## src/logic/rsc_cfg.svh

```systemverilog
// Offsets, field positions, reset values and timing counts of the regulator control bank.
`ifndef RSC_CFG_SVH
`define RSC_CFG_SVH
// ----------------------------------------------------------------------------
// Register offsets
// ----------------------------------------------------------------------------
`define RSC_ADDR_R1_ON 16'h4069
`define RSC_ADDR_R1_SLEEP 16'h406A
`define RSC_ADDR_R2_CTRL 16'h406B
`define RSC_ADDR_R2_ON 16'h406C
`define RSC_ADDR_R2_SLEEP 16'h406D
`define RSC_ADDR_IRQ_STATUS 16'h40F0
`define RSC_ADDR_IRQ_MASK 16'h40F1
// ----------------------------------------------------------------------------
// Field positions
// ----------------------------------------------------------------------------
`define RSC_SLOT_MSB 15
`define RSC_SLOT_LSB 13
`define RSC_MODE_BIT 8
`define RSC_VOLT_MSB 4
`define RSC_VOLT_LSB 0
`define RSC_FAULT_MSB 15
`define RSC_FAULT_LSB 14
`define RSC_HWSRC_MSB 12
`define RSC_HWSRC_LSB 11
`define RSC_HWVSEL_BIT 10
`define RSC_HWMODE_MSB 9
`define RSC_HWMODE_LSB 8
`define RSC_FLOAT_BIT 7
`define RSC_SWITCH_BIT 6
`define RSC_LPLEVEL_BIT 0
`define RSC_IRQ_UV_BIT 0
`define RSC_IRQ_SLEEP_BIT 1
`define RSC_IRQ_WAKE_BIT 2
// ----------------------------------------------------------------------------
// Reset values and writable bits
// ----------------------------------------------------------------------------
`define RSC_RST_ON 16'h0000
`define RSC_RST_SLEEP 16'h0100
`define RSC_RST_R2_CTRL 16'h0200
`define RSC_RST_IRQ_MASK 16'h0007
`define RSC_WMASK_SLOTREG 16'hE11F
`define RSC_WMASK_R2_CTRL 16'hDFC1
`define RSC_WMASK_IRQ 16'h0007
// ----------------------------------------------------------------------------
// Timing
// ----------------------------------------------------------------------------
`define RSC_CLK_PERIOD_NS 4
`define RSC_SLOT_TIME_NS 1000
`define RSC_SLOT_CYCLES ((`RSC_SLOT_TIME_NS + `RSC_CLK_PERIOD_NS - 1) / `RSC_CLK_PERIOD_NS)
`endif

```

## src/logic/rsc_pkg.sv

```systemverilog
// Types and helper functions shared by the regulator control bank.
package rsc_pkg;
  // --------------------------------------------------------------------------
  // Sequencer states
  // --------------------------------------------------------------------------
  typedef enum logic [2:0] {
    RSC_SEQ_IDLE = 3'h1,
    RSC_SEQ_WAKE = 3'h2,
    RSC_SEQ_SLEEP = 3'h4
  } rsc_seq_state_type;
  // --------------------------------------------------------------------------
  // Field encodings
  // --------------------------------------------------------------------------
  typedef enum logic [1:0] {
    RSC_FAULT_IGNORE = 2'h0,
    RSC_FAULT_REG_OFF = 2'h1,
    RSC_FAULT_SYS_RESET = 2'h2,
    RSC_FAULT_RESERVED = 2'h3
  } rsc_fault_type;
  typedef enum logic [1:0] {
    RSC_HWSRC_NONE = 2'h0,
    RSC_HWSRC_IN1 = 2'h1,
    RSC_HWSRC_IN2 = 2'h2,
    RSC_HWSRC_EITHER = 2'h3
  } rsc_hwsrc_type;
  // Timeslot in which a sleep slot code takes effect.
  function automatic logic [2:0] rsc_sleep_target(input logic [2:0] code);
    logic [2:0] slot;
    slot = 3'h5;
    case (code)
      3'h0: slot = 3'h5;
      3'h1: slot = 3'h5;
      3'h2: slot = 3'h4;
      3'h3: slot = 3'h3;
      3'h4: slot = 3'h2;
      3'h5: slot = 3'h1;
      3'h6: slot = 3'h3;
      3'h7: slot = 3'h1;
      default: slot = 3'h5;
    endcase
    return slot;
  endfunction
  // Codes that switch the regulator off rather than moving it to sleep settings.
  function automatic logic rsc_is_disable(input logic [2:0] code);
    return (code >= 3'h1) && (code <= 3'h5);
  endfunction
endpackage

```

## src/logic/rsc_sync.sv

```systemverilog
// Three-stage pin synchroniser with agreement filter.
`timescale 1ns/1ps
module rsc_sync
  import rsc_pkg::*;
(
  // Clock and reset
  input wire logic i_clk,
  input wire logic i_rst,
  // Pins
  input wire logic [2:0] i_pin,
  // Filtered levels
  output logic [2:0] o_level
);
  logic [2:0] s1;
  logic [2:0] s2;
  logic [2:0] s3;

  always_ff @(posedge i_clk)
  begin
    if (i_rst)
    begin
      s1 <= 3'h0;
      s2 <= 3'h0;
      s3 <= 3'h0;
    end
    else
    begin
      s1 <= i_pin;
      s2 <= s1;
      s3 <= s2;
    end
  end

  // A change is taken only once the last two stages agree, so a metastable
  // settle in the first stage never reaches the filtered level.
  for (genvar b = 0; b < 3; b++)
  begin : g_bit
    always_ff @(posedge i_clk)
    begin
      if (i_rst)
        o_level[b] <= 1'b0;
      else if (s2[b] == s3[b])
        o_level[b] <= s3[b];
    end
  end
endmodule

```

## src/logic/rsc_seq.sv

```systemverilog
// Timeslot sequencer stepping five slots upward for wake and downward for sleep.
`timescale 1ns/1ps
`include "rsc_cfg.svh"
module rsc_seq
  import rsc_pkg::*;
(
  // Clock and reset
  input wire logic i_clk,
  input wire logic i_rst,
  // Requests
  input wire logic i_sleep_req,
  input wire logic i_wake_req,
  // Slot progress
  output logic o_tick,
  output logic [2:0] o_slot,
  output logic o_sleeping,
  output logic o_busy,
  output logic o_wake_done,
  output logic o_sleep_done
);
  localparam logic [11:0] SLOT_LAST = 12'(`RSC_SLOT_CYCLES - 1);
  rsc_seq_state_type state;
  logic [11:0] cnt;

  assign o_sleeping = (state == RSC_SEQ_SLEEP);
  assign o_busy = (state != RSC_SEQ_IDLE);

  always_ff @(posedge i_clk)
  begin
    if (i_rst)
    begin
      state <= RSC_SEQ_IDLE;
      o_slot <= 3'h0;
      cnt <= 12'h000;
      o_tick <= 1'b0;
      o_wake_done <= 1'b0;
      o_sleep_done <= 1'b0;
    end
    else
    begin
      o_tick <= 1'b0;
      o_wake_done <= 1'b0;
      o_sleep_done <= 1'b0;
      case (state)
        RSC_SEQ_IDLE:
        begin
          if (i_wake_req)
          begin
            state <= RSC_SEQ_WAKE;
            o_slot <= 3'h1;
            o_tick <= 1'b1;
            cnt <= SLOT_LAST;
          end
          else if (i_sleep_req)
          begin
            state <= RSC_SEQ_SLEEP;
            o_slot <= 3'h5;
            o_tick <= 1'b1;
            cnt <= SLOT_LAST;
          end
        end
        RSC_SEQ_WAKE:
        begin
          if (cnt != 12'h000)
            cnt <= cnt - 12'h001;
          else if (o_slot == 3'h5)
          begin
            state <= RSC_SEQ_IDLE;
            o_slot <= 3'h0;
            o_wake_done <= 1'b1;
          end
          else
          begin
            o_slot <= o_slot + 3'h1;
            o_tick <= 1'b1;
            cnt <= SLOT_LAST;
          end
        end
        RSC_SEQ_SLEEP:
        begin
          if (cnt != 12'h000)
            cnt <= cnt - 12'h001;
          else if (o_slot == 3'h1)
          begin
            state <= RSC_SEQ_IDLE;
            o_slot <= 3'h0;
            o_sleep_done <= 1'b1;
          end
          else
          begin
            o_slot <= o_slot - 3'h1;
            o_tick <= 1'b1;
            cnt <= SLOT_LAST;
          end
        end
        default:
          state <= RSC_SEQ_IDLE;
      endcase
    end
  end
endmodule

```

## src/logic/rsc_regs.sv

```systemverilog
// Sleep and control registers of two linear regulators with their sequencing logic.
`timescale 1ns/1ps
`include "rsc_cfg.svh"
// Functional notes
// - Sleep slot code 000 moves the first regulator to sleep settings in slot 5, enabled.
// - Sleep slot codes 001 to 101 disable it in slots 5, 4, 3, 2 and 1.
// - Code 110 applies sleep settings in slot 3 and 111 in slot 1, leaving it enabled.
// - With a hardware enable, codes 001 to 101 pick the slot of sleep entry instead.
// - Sleep mode bit 8 picks normal (0) or low power (1) while asleep, reset 1.
// - The five-bit sleep voltage code in bits 4:0 drives the output code while asleep.
// - Fault action bits 15:14 ignore, switch off the regulator, or reset the system.
// - An undervoltage always sets status bit 0, whatever the fault action, and raises the interrupt when mask bit 0 is clear.
// - Hardware source bits 12:11 pick none, input 1, input 2 or either input.
// - Under hardware control bit 10 picks the ON (0) or sleep (1) voltage code.
// - Hardware mode bits 9:8 give low power for 00 or 10, off for 01, ON mode for 11.
// - Float bit 7 discharges a disabled output when 0 and leaves it floating when 1.
// - Low power level bit 0 picks the 50mA (0) or 20mA (1) level in all modes.
// - ON slot 000 never enables, 001 to 101 enable in slots 1 to 5, 110/111 follow pins.
module rsc_regs
  import rsc_pkg::*;
(
  // Clock and reset
  input wire logic i_clk,
  input wire logic i_rst,
  // Register port
  input wire logic [15:0] i_addr,
  input wire logic [15:0] i_wdata,
  input wire logic i_wr,
  input wire logic i_rd,
  output logic [15:0] o_rdata,
  // Sequencer requests
  input wire logic i_sleep_req,
  input wire logic i_wake_req,
  output logic o_seq_busy,
  // Pins
  input wire logic i_hw_ctrl1,
  input wire logic i_hw_ctrl2,
  input wire logic i_reg2_undervoltage,
  // First regulator
  output logic o_reg1_enable,
  output logic o_reg1_in_sleep,
  output logic [4:0] o_reg1_voltage,
  output logic o_reg1_low_power,
  // Second regulator
  output logic o_reg2_enable,
  output logic [4:0] o_reg2_voltage,
  output logic o_reg2_low_power,
  output logic o_reg2_discharge,
  output logic o_reg2_switch_mode,
  output logic o_reg2_low_power_level,
  // System
  output logic o_system_reset,
  output logic o_irq
);
  // --------------------------------------------------------------------------
  // Register storage
  // --------------------------------------------------------------------------
  localparam int NREG = 6;
  localparam logic [15:0] REG_ADDR [NREG] = '{`RSC_ADDR_R1_ON, `RSC_ADDR_R1_SLEEP,
    `RSC_ADDR_R2_CTRL, `RSC_ADDR_R2_ON, `RSC_ADDR_R2_SLEEP, `RSC_ADDR_IRQ_MASK};
  localparam logic [15:0] REG_RST [NREG] = '{`RSC_RST_ON, `RSC_RST_SLEEP,
    `RSC_RST_R2_CTRL, `RSC_RST_ON, `RSC_RST_SLEEP, `RSC_RST_IRQ_MASK};
  localparam logic [15:0] REG_WMASK [NREG] = '{`RSC_WMASK_SLOTREG, `RSC_WMASK_SLOTREG,
    `RSC_WMASK_R2_CTRL, `RSC_WMASK_SLOTREG, `RSC_WMASK_SLOTREG, `RSC_WMASK_IRQ};
  logic [15:0] regs [NREG];
  logic [15:0] irq_status;

  for (genvar i = 0; i < NREG; i++)
  begin : g_reg
    always_ff @(posedge i_clk)
    begin
      if (i_rst)
        regs[i] <= REG_RST[i];
      else if (i_wr && (i_addr == REG_ADDR[i]))
        regs[i] <= i_wdata & REG_WMASK[i];
    end
  end

  // --------------------------------------------------------------------------
  // Field extraction
  // --------------------------------------------------------------------------
  logic [2:0] r1_on_slot;
  logic [4:0] r1_on_volt;
  logic r1_on_mode;
  logic [2:0] r1_slp_slot;
  logic r1_slp_mode;
  logic [4:0] r1_slp_volt;
  logic [1:0] r2_fault_action;
  logic [1:0] r2_hw_ctrl_source;
  logic r2_hw_ctrl_voltage_choice;
  logic [1:0] r2_hw_ctrl_opmode;
  logic r2_output_float;
  logic [2:0] r2_on_slot;
  logic [4:0] r2_on_volt;
  logic r2_on_mode;
  logic [4:0] r2_slp_volt;
  logic [15:0] irq_mask;

  assign r1_on_slot = regs[0][`RSC_SLOT_MSB:`RSC_SLOT_LSB];
  assign r1_on_mode = regs[0][`RSC_MODE_BIT];
  assign r1_on_volt = regs[0][`RSC_VOLT_MSB:`RSC_VOLT_LSB];
  assign r1_slp_slot = regs[1][`RSC_SLOT_MSB:`RSC_SLOT_LSB];
  assign r1_slp_mode = regs[1][`RSC_MODE_BIT];
  assign r1_slp_volt = regs[1][`RSC_VOLT_MSB:`RSC_VOLT_LSB];
  assign r2_fault_action = regs[2][`RSC_FAULT_MSB:`RSC_FAULT_LSB];
  assign r2_hw_ctrl_source = regs[2][`RSC_HWSRC_MSB:`RSC_HWSRC_LSB];
  assign r2_hw_ctrl_voltage_choice = regs[2][`RSC_HWVSEL_BIT];
  assign r2_hw_ctrl_opmode = regs[2][`RSC_HWMODE_MSB:`RSC_HWMODE_LSB];
  assign r2_output_float = regs[2][`RSC_FLOAT_BIT];
  assign r2_on_slot = regs[3][`RSC_SLOT_MSB:`RSC_SLOT_LSB];
  assign r2_on_mode = regs[3][`RSC_MODE_BIT];
  assign r2_on_volt = regs[3][`RSC_VOLT_MSB:`RSC_VOLT_LSB];
  assign r2_slp_volt = regs[4][`RSC_VOLT_MSB:`RSC_VOLT_LSB];
  assign irq_mask = regs[5];

  // --------------------------------------------------------------------------
  // Pins and sequencer
  // --------------------------------------------------------------------------
  logic [2:0] pin_level;
  logic hw1;
  logic hw2;
  logic uv;
  logic uv_q;
  logic uv_edge;
  logic seq_tick;
  logic [2:0] seq_slot;
  logic seq_sleeping;
  logic seq_busy;
  logic wake_done;
  logic sleep_done;

  rsc_sync u_sync (
    .i_clk(i_clk),
    .i_rst(i_rst),
    .i_pin({i_reg2_undervoltage, i_hw_ctrl2, i_hw_ctrl1}),
    .o_level(pin_level)
  );

  rsc_seq u_seq (
    .i_clk(i_clk),
    .i_rst(i_rst),
    .i_sleep_req(i_sleep_req),
    .i_wake_req(i_wake_req),
    .o_tick(seq_tick),
    .o_slot(seq_slot),
    .o_sleeping(seq_sleeping),
    .o_busy(seq_busy),
    .o_wake_done(wake_done),
    .o_sleep_done(sleep_done)
  );

  assign hw1 = pin_level[0];
  assign hw2 = pin_level[1];
  assign uv = pin_level[2];
  assign uv_edge = uv & ~uv_q;

  // --------------------------------------------------------------------------
  // First regulator sequencing
  // --------------------------------------------------------------------------
  logic r1_en;
  logic r1_slp;
  logic r1_hw_assigned;
  logic r1_hw_level;
  logic [2:0] r1_target;

  assign r1_hw_assigned = (r1_on_slot == 3'h6) || (r1_on_slot == 3'h7);
  assign r1_hw_level = (r1_on_slot == 3'h6) ? hw1 : hw2;
  assign r1_target = rsc_sleep_target(r1_slp_slot);

  always_ff @(posedge i_clk)
  begin
    if (i_rst)
    begin
      r1_en <= 1'b0;
      r1_slp <= 1'b0;
    end
    else if (seq_tick && !seq_sleeping)
    begin
      if ((seq_slot == r1_on_slot) && !r1_hw_assigned)
        r1_en <= 1'b1;
      if (seq_slot == 3'h1)
        r1_slp <= 1'b0;
    end
    else if (seq_tick && (seq_slot == r1_target))
    begin
      if (rsc_is_disable(r1_slp_slot) && !r1_hw_assigned)
        r1_en <= 1'b0;
      // Transition in the target slot of code 000, 110 or 111, or of any code under a hardware enable.
      else
        r1_slp <= 1'b1;
    end
  end

  // --------------------------------------------------------------------------
  // Second regulator control
  // --------------------------------------------------------------------------
  logic r2_en;
  logic r2_fault_off;
  logic r2_hw_active;
  logic r2_hw_assigned;
  logic next_reg2_enable;
  logic next_reg2_low_power;

  always_comb
  begin
    case (rsc_hwsrc_type'(r2_hw_ctrl_source))
      RSC_HWSRC_NONE: r2_hw_active = 1'b0;
      RSC_HWSRC_IN1: r2_hw_active = hw1;
      RSC_HWSRC_IN2: r2_hw_active = hw2;
      RSC_HWSRC_EITHER: r2_hw_active = hw1 | hw2;
      default: r2_hw_active = 1'b0;
    endcase
  end

  assign r2_hw_assigned = (r2_on_slot == 3'h6) || (r2_on_slot == 3'h7);

  always_comb
  begin
    next_reg2_enable = r2_hw_assigned ? ((r2_on_slot == 3'h6) ? hw1 : hw2) : r2_en;
    next_reg2_low_power = r2_on_mode;
    if (r2_fault_off)
      next_reg2_enable = 1'b0;
    else if (r2_hw_active)
    begin
      case (r2_hw_ctrl_opmode)
        2'h1: next_reg2_enable = 1'b0;
        2'h3: next_reg2_low_power = r2_on_mode;
        default: next_reg2_low_power = 1'b1;
      endcase
    end
  end

  always_ff @(posedge i_clk)
  begin
    if (i_rst)
      r2_en <= 1'b0;
    else if (seq_tick && !seq_sleeping && (seq_slot == r2_on_slot) && !r2_hw_assigned)
      r2_en <= 1'b1;
  end

  always_ff @(posedge i_clk)
  begin
    if (i_rst)
    begin
      uv_q <= 1'b0;
      r2_fault_off <= 1'b0;
      o_system_reset <= 1'b0;
    end
    else
    begin
      uv_q <= uv;
      o_system_reset <= uv_edge && (r2_fault_action == RSC_FAULT_SYS_RESET);
      if (uv_edge && (r2_fault_action == RSC_FAULT_REG_OFF))
        r2_fault_off <= 1'b1;
      else if (seq_tick && !seq_sleeping && (seq_slot == 3'h1))
        r2_fault_off <= 1'b0;
    end
  end

  // --------------------------------------------------------------------------
  // Output registers
  // --------------------------------------------------------------------------
  always_ff @(posedge i_clk)
  begin
    if (i_rst)
    begin
      o_reg1_enable <= 1'b0;
      o_reg1_in_sleep <= 1'b0;
      o_reg1_voltage <= 5'h00;
      o_reg1_low_power <= 1'b0;
      o_reg2_enable <= 1'b0;
      o_reg2_voltage <= 5'h00;
      o_reg2_low_power <= 1'b0;
      o_reg2_discharge <= 1'b1;
      o_reg2_switch_mode <= 1'b0;
      o_reg2_low_power_level <= 1'b0;
      o_seq_busy <= 1'b0;
    end
    else
    begin
      o_reg1_enable <= r1_hw_assigned ? r1_hw_level : r1_en;
      o_reg1_in_sleep <= r1_slp;
      o_reg1_low_power <= r1_slp ? r1_slp_mode : r1_on_mode;
      o_reg1_voltage <= r1_slp ? r1_slp_volt : r1_on_volt;
      o_reg2_enable <= next_reg2_enable;
      o_reg2_voltage <= (r2_hw_active && r2_hw_ctrl_voltage_choice) ? r2_slp_volt : r2_on_volt;
      o_reg2_low_power <= next_reg2_low_power;
      o_reg2_discharge <= !next_reg2_enable && !r2_output_float;
      o_reg2_switch_mode <= regs[2][`RSC_SWITCH_BIT];
      o_reg2_low_power_level <= regs[2][`RSC_LPLEVEL_BIT];
      o_seq_busy <= seq_busy;
    end
  end

  // --------------------------------------------------------------------------
  // Interrupts and read path
  // --------------------------------------------------------------------------
  logic [15:0] irq_set;
  logic [15:0] irq_clr;

  assign irq_set = {13'h0000, wake_done, sleep_done, uv_edge};
  assign irq_clr = (i_wr && (i_addr == `RSC_ADDR_IRQ_STATUS)) ? i_wdata : 16'h0000;

  // A set in the same cycle as its clear wins, so no event is lost.
  always_ff @(posedge i_clk)
  begin
    if (i_rst)
      irq_status <= 16'h0000;
    else
      irq_status <= ((irq_status & ~irq_clr) | irq_set) & `RSC_WMASK_IRQ;
  end

  always_ff @(posedge i_clk)
  begin
    if (i_rst)
      o_irq <= 1'b0;
    else
      o_irq <= |(irq_status & ~irq_mask);
  end

  always_ff @(posedge i_clk)
  begin
    if (i_rst)
      o_rdata <= 16'h0000;
    else if (!i_rd)
      o_rdata <= 16'h0000;
    else
    begin
      case (i_addr)
        `RSC_ADDR_R1_ON: o_rdata <= regs[0];
        `RSC_ADDR_R1_SLEEP: o_rdata <= regs[1];
        `RSC_ADDR_R2_CTRL: o_rdata <= regs[2];
        `RSC_ADDR_R2_ON: o_rdata <= regs[3];
        `RSC_ADDR_R2_SLEEP: o_rdata <= regs[4];
        `RSC_ADDR_IRQ_MASK: o_rdata <= regs[5];
        `RSC_ADDR_IRQ_STATUS: o_rdata <= irq_status;
        default: o_rdata <= 16'h0000;
      endcase
    end
  end
endmodule

```

## config.mk

```make
export PLATFORM = sky130hd
export DESIGN_NAME = rsc_regs
export DESIGN_NICKNAME = d
export VERILOG_FILES = /design/src/logic/rsc_pkg.sv /design/src/logic/rsc_sync.sv /design/src/logic/rsc_seq.sv /design/src/logic/rsc_regs.sv
export VERILOG_INCLUDE_DIRS = /design/src /design/src/logic
export SDC_FILE = /design/constraint.sdc
export NUM_CORES = 1
export LEC_CHECK = 0
export BUFFER_PORTS_ARGS = -buffer_cell sky130_fd_sc_hd__buf_4
export CELL_PAD_IN_SITES_DETAIL_PLACEMENT = 0
export CELL_PAD_IN_SITES_GLOBAL_PLACEMENT = 1
export CORE_UTILIZATION = 40
export DETAILED_ROUTE_END_ITERATION = 16
export GPL_TIMING_DRIVEN = 0
export PLACE_DENSITY_LB_ADDON = 0.1
export SYNTH_ARGS = -nofsm -noshare
export SYNTH_HDL_FRONTEND = slang
export SYNTH_SLANG_ARGS = --single-unit
```

## constraint.sdc

```tcl
create_clock -name i_clk -period 7.3 [get_ports i_clk]
set_input_delay 1.46 -clock i_clk [delete_from_list [all_inputs] [get_ports i_clk]]
set_output_delay 1.46 -clock i_clk [all_outputs]
set_load 0.1 [all_outputs]
```

==> Implementation_results.wiki, run 1 <==
{| class="wikitable"
! Metric !! Value
|-
| Number of register bits inferred by synthesis || 126
|-
| # rows || 42
|-
| Mapped cell area || 5400 sq um
|-
| Relative slew slack || 27.7%
|-
| Uppermost layer routed || met4
|-
| Clock latency at the later pin of the worst-skew pair || 0.42 ns
|-
| Clock tree from TritonCTS || built
|-
| Result of the run || complete, no violations
|-
| Gr ovfl total || 0
|-
| Yosys warns || 0
|-
| Post-CTS resize count || 0
|-
| Maximum resistive drop on vdd || 0.163 mV
|-
| Maximum buffer depth of the clock tree || 2
|-
| Max Fanout on Critical Path || 10
|-
| Critical path start-end classification || in -> reg
|-
| Global-route usage over all layers || 21.7%
|-
| Cell type with the highest aggregate area in the netlist || sky130_fd_sc_hd__dfxtp_1
|-
| Final clock period utilization by the worst path || 50.8%
|-
| Residual DRC || 0
|-
| Number of library cell types mapped by synthesis || 60
|-
| Reg-to-Reg End || u_seq.o_slot[0]$_SDFFE_PP0P_
|-
| Total leakage power || 2.63 nW
|-
| Antenna violations before repair || 0
|-
| Portion of total power attributed to combinational logic || 11.1%
|-
| Post-Syn Instances || 525
|-
| Part of the power in the clock network || 45.6%
|-
| Length of routed met3 wiring || 708 microns
|-
| Count of port buffers added during placement || 75
|-
| Setup Skew || 0.0109 ns
|-
| DR vias/cell || 5.30
|-
| Die W || 118 microns
|-
| Number of setup buffers added after CTS || 0
|-
| Antenna diode count || 0
|-
| Starting Density || 40.9%
|-
| Fraction of final layout cells with drive strength greater than 1 || 19.5%
|-
| Maximum number of pins on one net before global-route repair || 17
|-
| Mean area per synthesized cell || 10.3 sq um
|-
| Total number of vias || 4283
|-
| Slack of the worst reg-to-reg path || 4.75 ns
|-
| Cells on worst reg2reg path || 5
|-
| Height of the chip || 118 microns
|-
| Detail-routed net length per standard cell || 17.4 microns
|-
| Number of fill cells in the layout || 1226
|-
| Detailed route wirelength on metal2 || 6910 microns
|-
| Leading post-synthesis cells by cell area || sky130_fd_sc_hd__dfxtp_1 (29%), sky130_fd_sc_hd__edfxtp_1 (27%), sky130_fd_sc_hd__and2_1 (5.4%)
|-
| Number of hold-repair buffers added at the cts stage || 0
|-
| Worst Hold Launch || u_sync.s1[1]$_SDFF_PP0_
|-
| Hold Path End || u_sync.s2[1]$_SDFF_PP0_
|-
| Most common cell after layout, fill and taps aside || sky130_fd_sc_hd__dfxtp_1
|-
| First-iteration detailed-routing DRC count || 301
|-
| Arrival time reported for the critical path endpoint || 3.76 ns
|-
| Top cell type's share of synthesized area || 28.6%
|-
| Final period demand of the worst path || 3.71 ns
|-
| Ports || 78
|-
| Wire length of the first global-routing pass || 22700 microns
|-
| Proportion of total power due to net switching || 26.2%
|-
| Detailed-route wire length on metal 1 || 6230 microns
|-
| Weighted congestion at the end of routability-driven global placement || 0.848
|-
| Detailed placement HPWL || 10000 microns
|-
| Path type of the worst min-delay path || reg -> reg
|-
| Sw Pwr || 478 uW
|-
| Flip-flop cell with the highest count after synthesis || sky130_fd_sc_hd__dfxtp_1
|-
| Worst-Margin Slew || 1.07 ns
|-
| Timing startpoint of the critical path || i_addr[13]
|-
| WHS Path Cells || 1
|-
| Final antenna-violating net count || 0
|-
| Number of setup violations in the final report || 0
|-
| Die ar. || 14000 sq um
|-
| Clock Tree Root || sky130_fd_sc_hd__clkbuf_16
|-
| Part of the power in registers || 43.3%
|-
| Core area || 13200 sq um
|-
| Post-synth ARST share || 0%
|-
| Most used cells in the layout excluding fill and tap cells || sky130_fd_sc_hd__dfxtp_1 (77), sky130_fd_sc_hd__buf_4 (76), sky130_fd_sc_hd__edfxtp_1 (49)
|-
| Power per unit of standard cell area || 270 nW/um^2
|-
| Number of synthesized flops with an enable pin || 49
|-
| Max Clk Rate || 269 MHz
|-
| Category of the worst setup path launch point || input pin
|-
| Final #Nets || 666
|-
| Proportion of synthesized chip area in sequential cells || 55.8%
|-
| Internal power component || 1.35 mW
|-
| Initial DRT Pass Iterations || 5
|-
| Max-slew violation total from the final report || 0
|-
| Sum of routed wire length over all layers || 14100 microns
|-
| Area growth, synth to finish || 25.6%
|-
| Clock-pin slew on the worst setup and hold paths || 0.05 ns
|-
| Clock H-tree levels || 4
|-
| Share of the core filled with cells in the final layout || 51.4%
|-
| Total negative slack for setup checks || 0 ns
|-
| RSZ-0062 raised after global routing || no
|-
| Clock Sink Count || 126
|-
| Startpoint of the worst register-to-register path || u_seq.cnt[2]$_SDFFE_PP0P_
|-
| Vias in the first global route || 4271
|-
| Nature of the critical path endpoint || register
|-
| CP required || 7.35 ns
|-
| Synthesized net count || 572
|-
| Total clock buffers created by CTS || 17
|-
| Final hold violation count || 0
|-
| Number of maximum-capacitance constraint violations || 0
|}
-- cell usage after synthesis (all sizes together) (9+ instances only) --
master,n
dfxtp,77
edfxtp,49
and2,47
nor2,46
nand2,39
a21oi,27
nor2b,22
nand3,16
buf,14
inv,14
clkbuf,13
a222oi,11
nor3,11
o21ai,11
and3,9
mux2i,9
nand2b,9
nor4,9
-- power by group through the flow --
stage | logic [mW] | registers, mW | clock network, mW
CTS | 0.203 | 0.791 | 0.845
detailed placement | 0.202 | 0.806 | 0
global route | 0.221 | 0.796 | 0.882
global placement | 0.201 | 0.805 | 0
finish | 0.202 | 0.792 | 0.834
floorplan | 0.101 | 0.840 | 0
-- flip-flops by register name, summed over array words and instances, names as in the netlist, 3 cells and up --
register,flops
irq_status,3
o_rdata,15
o_reg1_voltage,5
o_reg2_voltage,5
regs,49
u_seq.cnt,12
u_seq.o_slot,3
u_seq.state,3
u_sync.o_level,3
u_sync.s1,3
u_sync.s2,3
u_sync.s3,3
-- metrics by stage --
step	area [sq um]	power [mW]	cells	setup slack [ns]	hold WS, ns
floorplan	5400	0.941	525	3.67	0.413
global placement	6180	1.01	776	3.12	0.429
detailed placement	6180	1.01	776	3.15	0.433
CTS	6780	1.84	808	3.58	0.446
global route	6780	1.90	808	3.44	0.457
finish	6780	1.83	808	3.59	0.445
-- critical path, stage by stage --
cell	delay, ns
sky130_fd_sc_hd__buf_4	0.10
sky130_fd_sc_hd__or4b_1	0.56
sky130_fd_sc_hd__or2_1	0.24
sky130_fd_sc_hd__buf_2	0.15
sky130_fd_sc_hd__nor4_1	0.34
sky130_fd_sc_hd__buf_2	0.35
sky130_fd_sc_hd__nand2_1	0.09
sky130_fd_sc_hd__nand2_1	0.46
-- worst max-delay path by stage --
stage | end | slack (ns) | cells past startpoint
after floorplan | regs[2][0]$_SDFFCE_PN0P_ | 3.67 | 7
after global placement | regs[2][9]$_SDFFCE_PN0P_ | 3.12 | 8
after detailed placement | regs[2][9]$_SDFFCE_PN0P_ | 3.15 | 8
after CTS | regs[1][0]$_SDFFCE_PN0P_ | 3.58 | 8
after global routing | regs[1][7]$_SDFFCE_PN1P_ | 3.44 | 8
final | regs[1][0]$_SDFFCE_PN0P_ | 3.59 | 8
-- final cells by class --
| class | instances | area, sq um | share of cell area [%] |
|---|---|---|---|
| plain buffers | 27 | 116 | 1.72 |
| clock buffers | 21 | 492 | 7.26 |
| clock inverters | 11 | 104 | 1.53 |
| inverters | 14 | 52.6 | 0.776 |
| multi-input cells | 358 | 2210 | 32.7 |
| flip-flops and latches | 126 | 3010 | 44.5 |
| well taps | 176 | 220 | 3.25 |
| repair buffers | 75 | 563 | 8.31 |
-- kinds of logic (layout without fill, tap and decap cells) --
logic type                 count (synthesis)  after routing  share of synthesized area [%]
buffers and inverters                     41            148                           3.13
adders and majority gates                  7              7                           1.58
AOI/OAI and AO/OA                         92             92                           11.8
DFF                                      126            126                           55.8
xor gates and xnor gates                  10             10                           1.62
other                                      1              1                         0.0695
and+or+nand+nor                          239            239                           24.3
muxes                                      9              9                           1.67
-- routing by layer --
layer / track usage, % / up-vias
li1: - / 2091
met2: 36.1 / 118
met5: 0 / -
met3: 4.58 / 16
met4: 8.17 / 0
met1: 27.6 / 2058
(Power assumes the default switching activity.)
==> run 2: changes to the inputs <==
Settings changed: ABC_AREA from default to 1.
Clock period 7.3 ns to 3.67 ns, I/O delays scaled along.
==> Implementation_results.wiki, run 2 <==
{| class="wikitable"
! Metric !! Value
|-
| First-iteration detailed-routing DRC count || 359 (+19%)
|-
| Post-synth ARST share || 0% (unchanged)
|-
| Initial DRT Pass Iterations || 5 (unchanged)
|-
| Result of the run || complete, no violations
|-
| Final clock period utilization by the worst path || 66.0%
|-
| Most used cells in the layout excluding fill and tap cells || sky130_fd_sc_hd__nor2_1 (154), sky130_fd_sc_hd__nand2_1 (122), sky130_fd_sc_hd__inv_1 (92)
|-
| Category of the worst setup path launch point || input pin
|-
| Number of register bits inferred by synthesis || 126 (unchanged)
|-
| Startpoint of the worst register-to-register path || u_seq.o_slot[1]$_SDFFE_PP0P_
|-
| Antenna violations before repair || 0 (unchanged)
|-
| Path type of the worst min-delay path || reg -> reg
|-
| Cells on worst reg2reg path || 9 (+4)
|-
| Starting Density || 41.1% (+0.16 points)
|-
| Setup slack after placement || 0.470 ns (-2.68 ns)
|-
| Power per unit of standard cell area || 516 nW/um^2 (+91%)
|-
| Number of setup buffers added after CTS || 0 (unchanged)
|-
| Max Fanout on Critical Path || 9 (-1)
|-
| RSZ-0062 raised after global routing || no
|-
| Arithmetic-cell share of the synthesized area counting full adders, half adders and majority gates || 1.26% (-0.32 points)
|-
| Fraction of final layout cells with drive strength greater than 1 || 21.6% (+2.1 points)
|-
| Number of library cell types mapped by synthesis || 43 (-28%)
|-
| Total clock buffers created by CTS || 17 (unchanged)
|-
| CP required || 3.71 ns (-3.64 ns)
|-
| Mapped cell area || 5970 sq um (+11%)
|-
| Area growth, synth to finish || 22.7%
|-
| Maximum number of pins on one net before global-route repair || 17 (unchanged)
|-
| WHS Path Cells || 2 (+1)
|-
| Hold Path End || u_sync.s2[1]$_SDFF_PP0_
|-
| Post-Syn Instances || 741 (+41%)
|-
| Mux share of post-synthesis cell area || 0% (-1.7 points)
|-
| Nature of the critical path endpoint || register
|-
| Height of the chip || 124 microns (+5.1%)
|-
| Largest family of logic cells by synthesized area || simple AND/OR/NAND/NOR gates
|-
| Cell with the most instances after synthesis || sky130_fd_sc_hd__nor2_1
|-
| Post-synthesis simple-gate area fraction || 31.0% (+6.7 points)
|-
| Number of hold-repair buffers added at the cts stage || 0 (unchanged)
|-
| Number of setup violations in the final report || 0 (unchanged)
|-
| Leading post-synthesis cells by cell area || sky130_fd_sc_hd__dfxtp_1 (26%), sky130_fd_sc_hd__edfxtp_1 (25%), sky130_fd_sc_hd__nor2_1 (9.7%)
|-
| Global-route usage over all layers || 22.3% (+0.59 points)
|-
| Flip-flop cell with the highest count after synthesis || sky130_fd_sc_hd__dfxtp_1
|-
| Residual DRC || 0 (unchanged)
|-
| Total number of vias || 5123 (+20%)
|-
| Post-CTS resize count || 0 (unchanged)
|-
| Detail-routed net length per standard cell || 15.3 microns (-12%)
|-
| Number of maximum-capacitance constraint violations || 0 (unchanged)
|-
| Total leakage power || 3.25 nW (+23%)
|-
| Die ar. || 15400 sq um (+10%)
|-
| Clock Tree Root || sky130_fd_sc_hd__clkbuf_16
|-
| Maximum resistive drop on vdd || 0.333 mV (+100%)
|-
| Worst path top cell family by delay || simple AND/OR/NAND/NOR gates
|-
| CP max-delay cell || sky130_fd_sc_hd__o21ai_1
|-
| Clock Sink Count || 126 (unchanged)
|-
| Clock latency at the later pin of the worst-skew pair || 0.42 ns (about the same)
|-
| Detailed placement HPWL || 11700 microns (+17%)
|-
| Sum of routed wire length over all layers || 15800 microns (+12%)
|-
| Most common cell after layout, fill and taps aside || sky130_fd_sc_hd__nor2_1
|-
| # rows || 44 (+4.8%)
|-
| Synthesized-area fraction occupied by xor and xnor cells || 1.32% (-0.30 points)
|-
| Number of synthesized flops with an enable pin || 49 (unchanged)
|-
| Clock tree from TritonCTS || built
|-
| Worst Hold Launch || u_sync.s1[1]$_SDFF_PP0_
|-
| Die W || 124 microns (+5.1%)
|-
| Final hold violation count || 0 (unchanged)
|-
| Maximum buffer depth of the clock tree || 2 (unchanged)
|-
| Total negative slack for setup checks || 0 ns (unchanged)
|-
| Final #Nets || 882 (+32%)
|-
| Max-slew violation total from the final report || 0 (unchanged)
|-
| Post-layout worst setup margin || 1.25 ns (-2.34 ns)
|-
| Area fraction in compound gates after synthesis || 7.90% (-3.9 points)
|-
| Most frequent cells after synthesis || sky130_fd_sc_hd__nor2_1 (154), sky130_fd_sc_hd__nand2_1 (122), sky130_fd_sc_hd__inv_1 (92), sky130_fd_sc_hd__dfxtp_1 (77), sky130_fd_sc_hd__edfxtp_1 (49)
|-
| Wire length of the first global-routing pass || 25000 microns (+10%)
|-
| Setup Skew || 0.00567 ns (-0.00526 ns)
|-
| Yosys warns || 0 (unchanged)
|-
| Weighted congestion at the end of routability-driven global placement || 0.882 (+4.0%)
|-
| Max FFs per register || 49 (unchanged)
|-
| Antenna diode count || 0 (unchanged)
|-
| Top cell type's share of synthesized area || 25.8% (-2.7 points)
|-
| Largest registers || regs (49), o_rdata (15), u_seq.cnt (12)
|-
| Gr ovfl total || 0 (unchanged)
|-
| Worst-Margin Slew || 0.903 ns (-0.171 ns)
|-
| Ports || 78 (unchanged)
|-
| Vias in the first global route || 4883 (+14%)
|-
| Synthesized net count || 788 (+38%)
|-
| Slack of the worst reg-to-reg path || 1.65 ns (-3.10 ns)
|-
| DR vias/cell || 4.96 (-6.3%)
|-
| Critical path start-end classification || in -> reg
|-
| Count of port buffers added during placement || 74 (-1.3%)
|-
| Core area || 14500 sq um (+10%)
|-
| Final antenna-violating net count || 0 (unchanged)
|-
| Cell type with the highest aggregate area in the netlist || sky130_fd_sc_hd__dfxtp_1
|-
| Relative slew slack || 39.4% (+12 points)
|-
| Reg-to-Reg End || u_seq.cnt[7]$_SDFFE_PP0P_
|-
| Cell breakdown of the critical path || buf_4, nor2_1, nand2_1, nor2_4, nand2_4, nor3_2, inv_1, o21ai_1
|-
| Register with the most flip-flops || regs
|-
| Final period demand of the worst path || 2.42 ns
|-
| Clock H-tree levels || 4 (unchanged)
|-
| Buf+Inv Stages, Crit Path || 2 (-1)
|-
| Arrival time reported for the critical path endpoint || 2.46 ns (-1.30 ns)
|-
| Max Clk Rate || 413 MHz
|-
| Proportion of synthesized chip area in sequential cells || 50.5% (-5.4 points)
|-
| Max stage delay on crit path || 0.72 ns (+0.16 ns)
|-
| Mean area per synthesized cell || 8.06 sq um (-22%)
|-
| Clock-pin slew on the worst setup and hold paths || 0.06 ns (about the same)
|}
run 2: changes by cell type after synthesis, sizes merged, moves of 11 or more:
cell | before | now
a222oi | 11 | 0
and2 | 47 | 0
inv | 14 | 104
nand2 | 39 | 136
nand3 | 16 | 45
nand4 | 6 | 21
nor2 | 46 | 171
nor2b | 22 | 0
o21ai | 11 | 35
run 2: worst max path at each step:
stage / from / to / slack (ns) / cells past startpoint
2_1_floorplan: i_addr[11] / regs[3][0]$_SDFFCE_PN0P_ / 1.17 / 7
3_3_place_gp: i_addr[11] / regs[3][7]$_SDFFCE_PN0P_ / 0.45 / 8
3_5_place_dp: i_addr[11] / regs[3][13]$_SDFFCE_PN0P_ / 0.47 / 8
4_1_cts: i_addr[11] / regs[3][13]$_SDFFCE_PN0P_ / 0.91 / 8
5_1_grt: i_addr[11] / regs[3][12]$_SDFFCE_PN0P_ / 1.13 / 8
6_report: i_addr[11] / regs[3][14]$_SDFFCE_PN0P_ / 1.25 / 8
run 2: cells by family (layout without fill, tap and decap cells):
logic type               after synthesis  in the layout
AND/OR/NAND/NOR                      397            397
AO/OA/AOI/OAI                         81             81
buffers and inverters                121            228
other                                  1              1
flip-flops                           126            126
XOR/XNOR                               9              9
adder cells (fa/ha/maj)                6              6
run 2: power breakdown:
part	total, mW	internal (mW)	switching (mW)
clock network	1.61	0.937	0.672
logic	0.587	0.177	0.410
registers	1.59	1.53	0.0590
run 2: layout make-up:
cell class / count / area [sq um]
multi-input combinational: 494 / 2480
clock buffer: 20 / 468
buffer: 17 / 88.8
timing repair buffer: 75 / 563
tap: 184 / 230
sequential: 126 / 3010
clock inverter: 12 / 96.3
inverter: 104 / 390
fill: 1439 / 7210
run 2: tightest hold or removal path, cell delays in order, from the launching register on:
cell and delay, ns:
sky130_fd_sc_hd__dfxtp_1 0.30, sky130_fd_sc_hd__inv_1 0.04, sky130_fd_sc_hd__nor2_1 0.03
run 2: metrics by stage:
stage | power (mW) | util (%) | area (sq um) | hold slack (ns) | std cells
final | 3.78 | 50.4 | 7330 | 0.404 | 1032
after global routing | 3.96 | 50.4 | 7330 | 0.428 | 1032
after CTS | 3.81 | 50.4 | 7330 | 0.405 | 1032
after detailed placement | 2.20 | 46.5 | 6760 | 0.395 | 1000
after global placement | 2.19 | 46.5 | 6760 | 0.392 | 999
after floorplan | 2.03 | - | 5970 | 0.388 | 741
run 2: layer usage:
layer / share of wire (%) / global-route usage, % / vias to the layer above
li1: - / - / 2580
met2: 49 / 37.5 / 139
met5: 0 / 0 / -
met4: 2.3 / 10.2 / 0
met1: 43 / 26.8 / 2380
met3: 5.1 / 5.22 / 24
==> run 3: changes to the inputs <==
Settings changed: ABC_AREA 1 to 0.
Clock period 3.67 ns to 2.3 ns, I/O delays scaled along.
==> Implementation_results.wiki, run 3 (synthesis gave the netlist of run 1 again) <==
{| class="wikitable"
! Metric !! Value
|-
| CP required || 2.46 ns (-1.25 ns)
|-
| Most common cell after layout, fill and taps aside || sky130_fd_sc_hd__buf_4
|-
| Detail-routed net length per standard cell || 17.6 microns (+15%)
|-
| Post-layout worst setup margin || 0.0278 ns (-1.22 ns)
|-
| Nature of the critical path endpoint || register
|-
| Max FFs per register || 49 (unchanged)
|-
| Max Fanout on Critical Path || 6 (-3)
|-
| Total number of vias || 4305 (-16%)
|-
| RSZ-0062 raised after global routing || yes
|-
| Total power after layout || 6.07 mW (+61%)
|-
| Count of port buffers added during placement || 75 (+1.4%)
|-
| Sum of routed wire length over all layers || 14300 microns (-9.3%)
|-
| Core area || 13200 sq um (-9.2%)
|-
| Weighted congestion at the end of routability-driven global placement || 0.851 (-3.5%)
|-
| Largest registers || regs (49), o_rdata (15), u_seq.cnt (12)
|-
| Maximum number of pins on one net before global-route repair || 17 (unchanged)
|-
| Antenna violations before repair || 0 (unchanged)
|-
| Setup Skew || 0.00589 ns (+0.000213 ns)
|-
| Arrival time reported for the critical path endpoint || 2.43 ns (-0.03 ns)
|-
| Final clock period utilization by the worst path || 98.8%
|-
| Fraction of final layout cells with drive strength greater than 1 || 23.8% (+2.2 points)
|-
| Buf+Inv Stages, Crit Path || 2 (unchanged)
|-
| Clock latency at the later pin of the worst-skew pair || 0.41 ns (about the same)
|-
| Max stage delay on crit path || 0.57 ns (-0.15 ns)
|-
| # rows || 42 (-4.5%)
|-
| Final #Nets || 669 (-24%)
|-
| Worst-Margin Slew || 0.896 ns (-0.00740 ns)
|-
| Die W || 118 microns (-4.8%)
|-
| Maximum buffer depth of the clock tree || 2 (unchanged)
|-
| Category of the worst setup path launch point || input pin
|-
| Critical path start-end classification || in -> reg
|-
| Number of setup violations in the final report || 0 (unchanged)
|-
| Cell breakdown of the critical path || buf_4, or4b_4, or2_1, buf_6, or4_4, or3_1
|-
| Clock H-tree levels || 4 (unchanged)
|-
| Power per unit of standard cell area || 863 nW/um^2 (+67%)
|-
| First-iteration detailed-routing DRC count || 369 (+2.8%)
|-
| CP max-delay cell || sky130_fd_sc_hd__or4_4
|-
| Starting Density || 40.9% (-0.16 points)
|-
| Clock tree from TritonCTS || built
|-
| Number of hold-repair buffers added at the cts stage || 0 (unchanged)
|-
| Final period demand of the worst path || 2.27 ns
|-
| DR vias/cell || 5.31 (+6.9%)
|-
| Result of the run || finished, violations left
|-
| Worst path top cell family by delay || simple AND/OR/NAND/NOR gates
|-
| Clock-pin slew on the worst setup and hold paths || 0.06 ns (about the same)
|-
| Max Clk Rate || 440 MHz
|-
| Clock Sink Count || 126 (unchanged)
|-
| Final antenna-violating net count || 0 (unchanged)
|-
| Relative slew slack || 40.3% (+0.90 points)
|-
| Maximum resistive drop on vdd || 0.529 mV (+59%)
|-
| Number of maximum-capacitance constraint violations || 0 (unchanged)
|-
| Initial DRT Pass Iterations || 12 (+7)
|-
| Detailed placement HPWL || 10000 microns (-14%)
|-
| Final hold violation count || 0 (unchanged)
|-
| Ports || 78 (unchanged)
|-
| Max-slew violation total from the final report || 0 (unchanged)
|-
| Violations in the final reports || DRC
|-
| Die ar. || 14000 sq um (-9.4%)
|-
| Clock Tree Root || sky130_fd_sc_hd__clkbuf_16
|-
| Gr ovfl total || 0 (unchanged)
|-
| Number of fill cells in the layout || 1204 (-16%)
|-
| Most used cells in the layout excluding fill and tap cells || sky130_fd_sc_hd__buf_4 (86), sky130_fd_sc_hd__dfxtp_1 (77), sky130_fd_sc_hd__edfxtp_1 (49)
|-
| Global-route usage over all layers || 21.4% (-0.84 points)
|-
| Register with the most flip-flops || regs
|-
| Residual DRC || 1 (+1)
|-
| Setup slack after placement || -0.562 ns (-1.03 ns)
|-
| Path type of the worst min-delay path || in -> reg
|-
| Vias in the first global route || 4191 (-14%)
|-
| Wire length of the first global-routing pass || 22500 microns (-10%)
|-
| Total clock buffers created by CTS || 17 (unchanged)
|-
| Area growth, synth to finish || 30.4%
|-
| Total leakage power || 2.73 nW (-16%)
|-
| Height of the chip || 118 microns (-4.8%)
|-
| Antenna diode count || 0 (unchanged)
|}
-- run 3: changes by cell type in the layout (fill, tap and decap cells not counted), moves of 10 or more --
cell / previous run / this run
sky130_fd_sc_hd__nand2_2: 12 / 0
sky130_fd_sc_hd__inv_1: 92 / 14
sky130_fd_sc_hd__nor2_1: 154 / 44
sky130_fd_sc_hd__inv_2: 12 / 0
sky130_fd_sc_hd__a222oi_1: 0 / 11
sky130_fd_sc_hd__nand3_1: 37 / 15
sky130_fd_sc_hd__nand2_1: 122 / 34
sky130_fd_sc_hd__nor2b_1: 0 / 22
sky130_fd_sc_hd__buf_4: 76 / 86
sky130_fd_sc_hd__nor2_2: 12 / 1
sky130_fd_sc_hd__nand4_1: 21 / 6
sky130_fd_sc_hd__o21ai_0: 30 / 11
sky130_fd_sc_hd__and2_1: 0 / 47
-- run 3: worst paths after layout --
kind | start | end | slack (ns) | cells after the start
worst min-delay path | i_reg2_undervoltage | u_sync.s1[2]$_SDFF_PP0_ | 0.26 | 2
worst max-delay path | i_addr[13] | regs[4][7]$_SDFFCE_PN1P_ | 0.03 | 6
worst max register to register | u_seq.cnt[0]$_SDFFE_PP0P_ | u_seq.cnt[7]$_SDFFE_PP0P_ | 0.15 | 8
worst min register to register | u_sync.s1[1]$_SDFF_PP0_ | u_sync.s2[1]$_SDFF_PP0_ | 0.45 | 1
-- run 3: report_power, final --
group	switching (mW)	total [mW]	internal (mW)
Sequential	0.0914	2.52	2.43
Clock	1.00	2.89	1.89
Combinational	0.440	0.666	0.226
Total	1.53	6.07	4.54
-- run 3: timing repair --
action / CTS / global route
gates cloned: 0 / 0
gates resized for setup: 12 / 13
setup endpoints to repair: 83 / 91
buffers inserted: 2 / 4
pin swaps: 0 / 1
-- run 3: through the flow --
stage          instances  hold WS, ns  setup TNS (ns)  util (%)  instance area, sq um
3_5_place_dp         776        0.428          -49.51      47.3                  6240
6_report             811        0.256               0      53.3                  7040
4_1_cts              807        0.246        -0.00448      52.8                  6960
5_1_grt              811        0.252          -0.361      53.3                  7040
3_3_place_gp         776        0.431          -49.52      47.3                  6240
2_1_floorplan        525        0.413           -4.43         -                  5460
-- run 3: metal layers --
layer  track usage [%]  vias to the layer above  part of all wire, %
met4              8.09                        0                  1.1
met5                 0                        -                    0
met1              27.8                     2079                   45
met3              4.10                       13                  4.1
li1                  -                     2091                    -
met2              35.3                      122                   49
-- run 3: cell type report --
cell class	count	area, sq um	area share [%]
sequential	126	3010	42.8
tap	176	220	3.13
buffer	24	134	1.90
clock buffer	23	542	7.70
multi-input combinational	358	2350	33.5
inverter	14	52.6	0.747
timing repair buffer	81	608	8.64
clock inverter	9	113	1.60
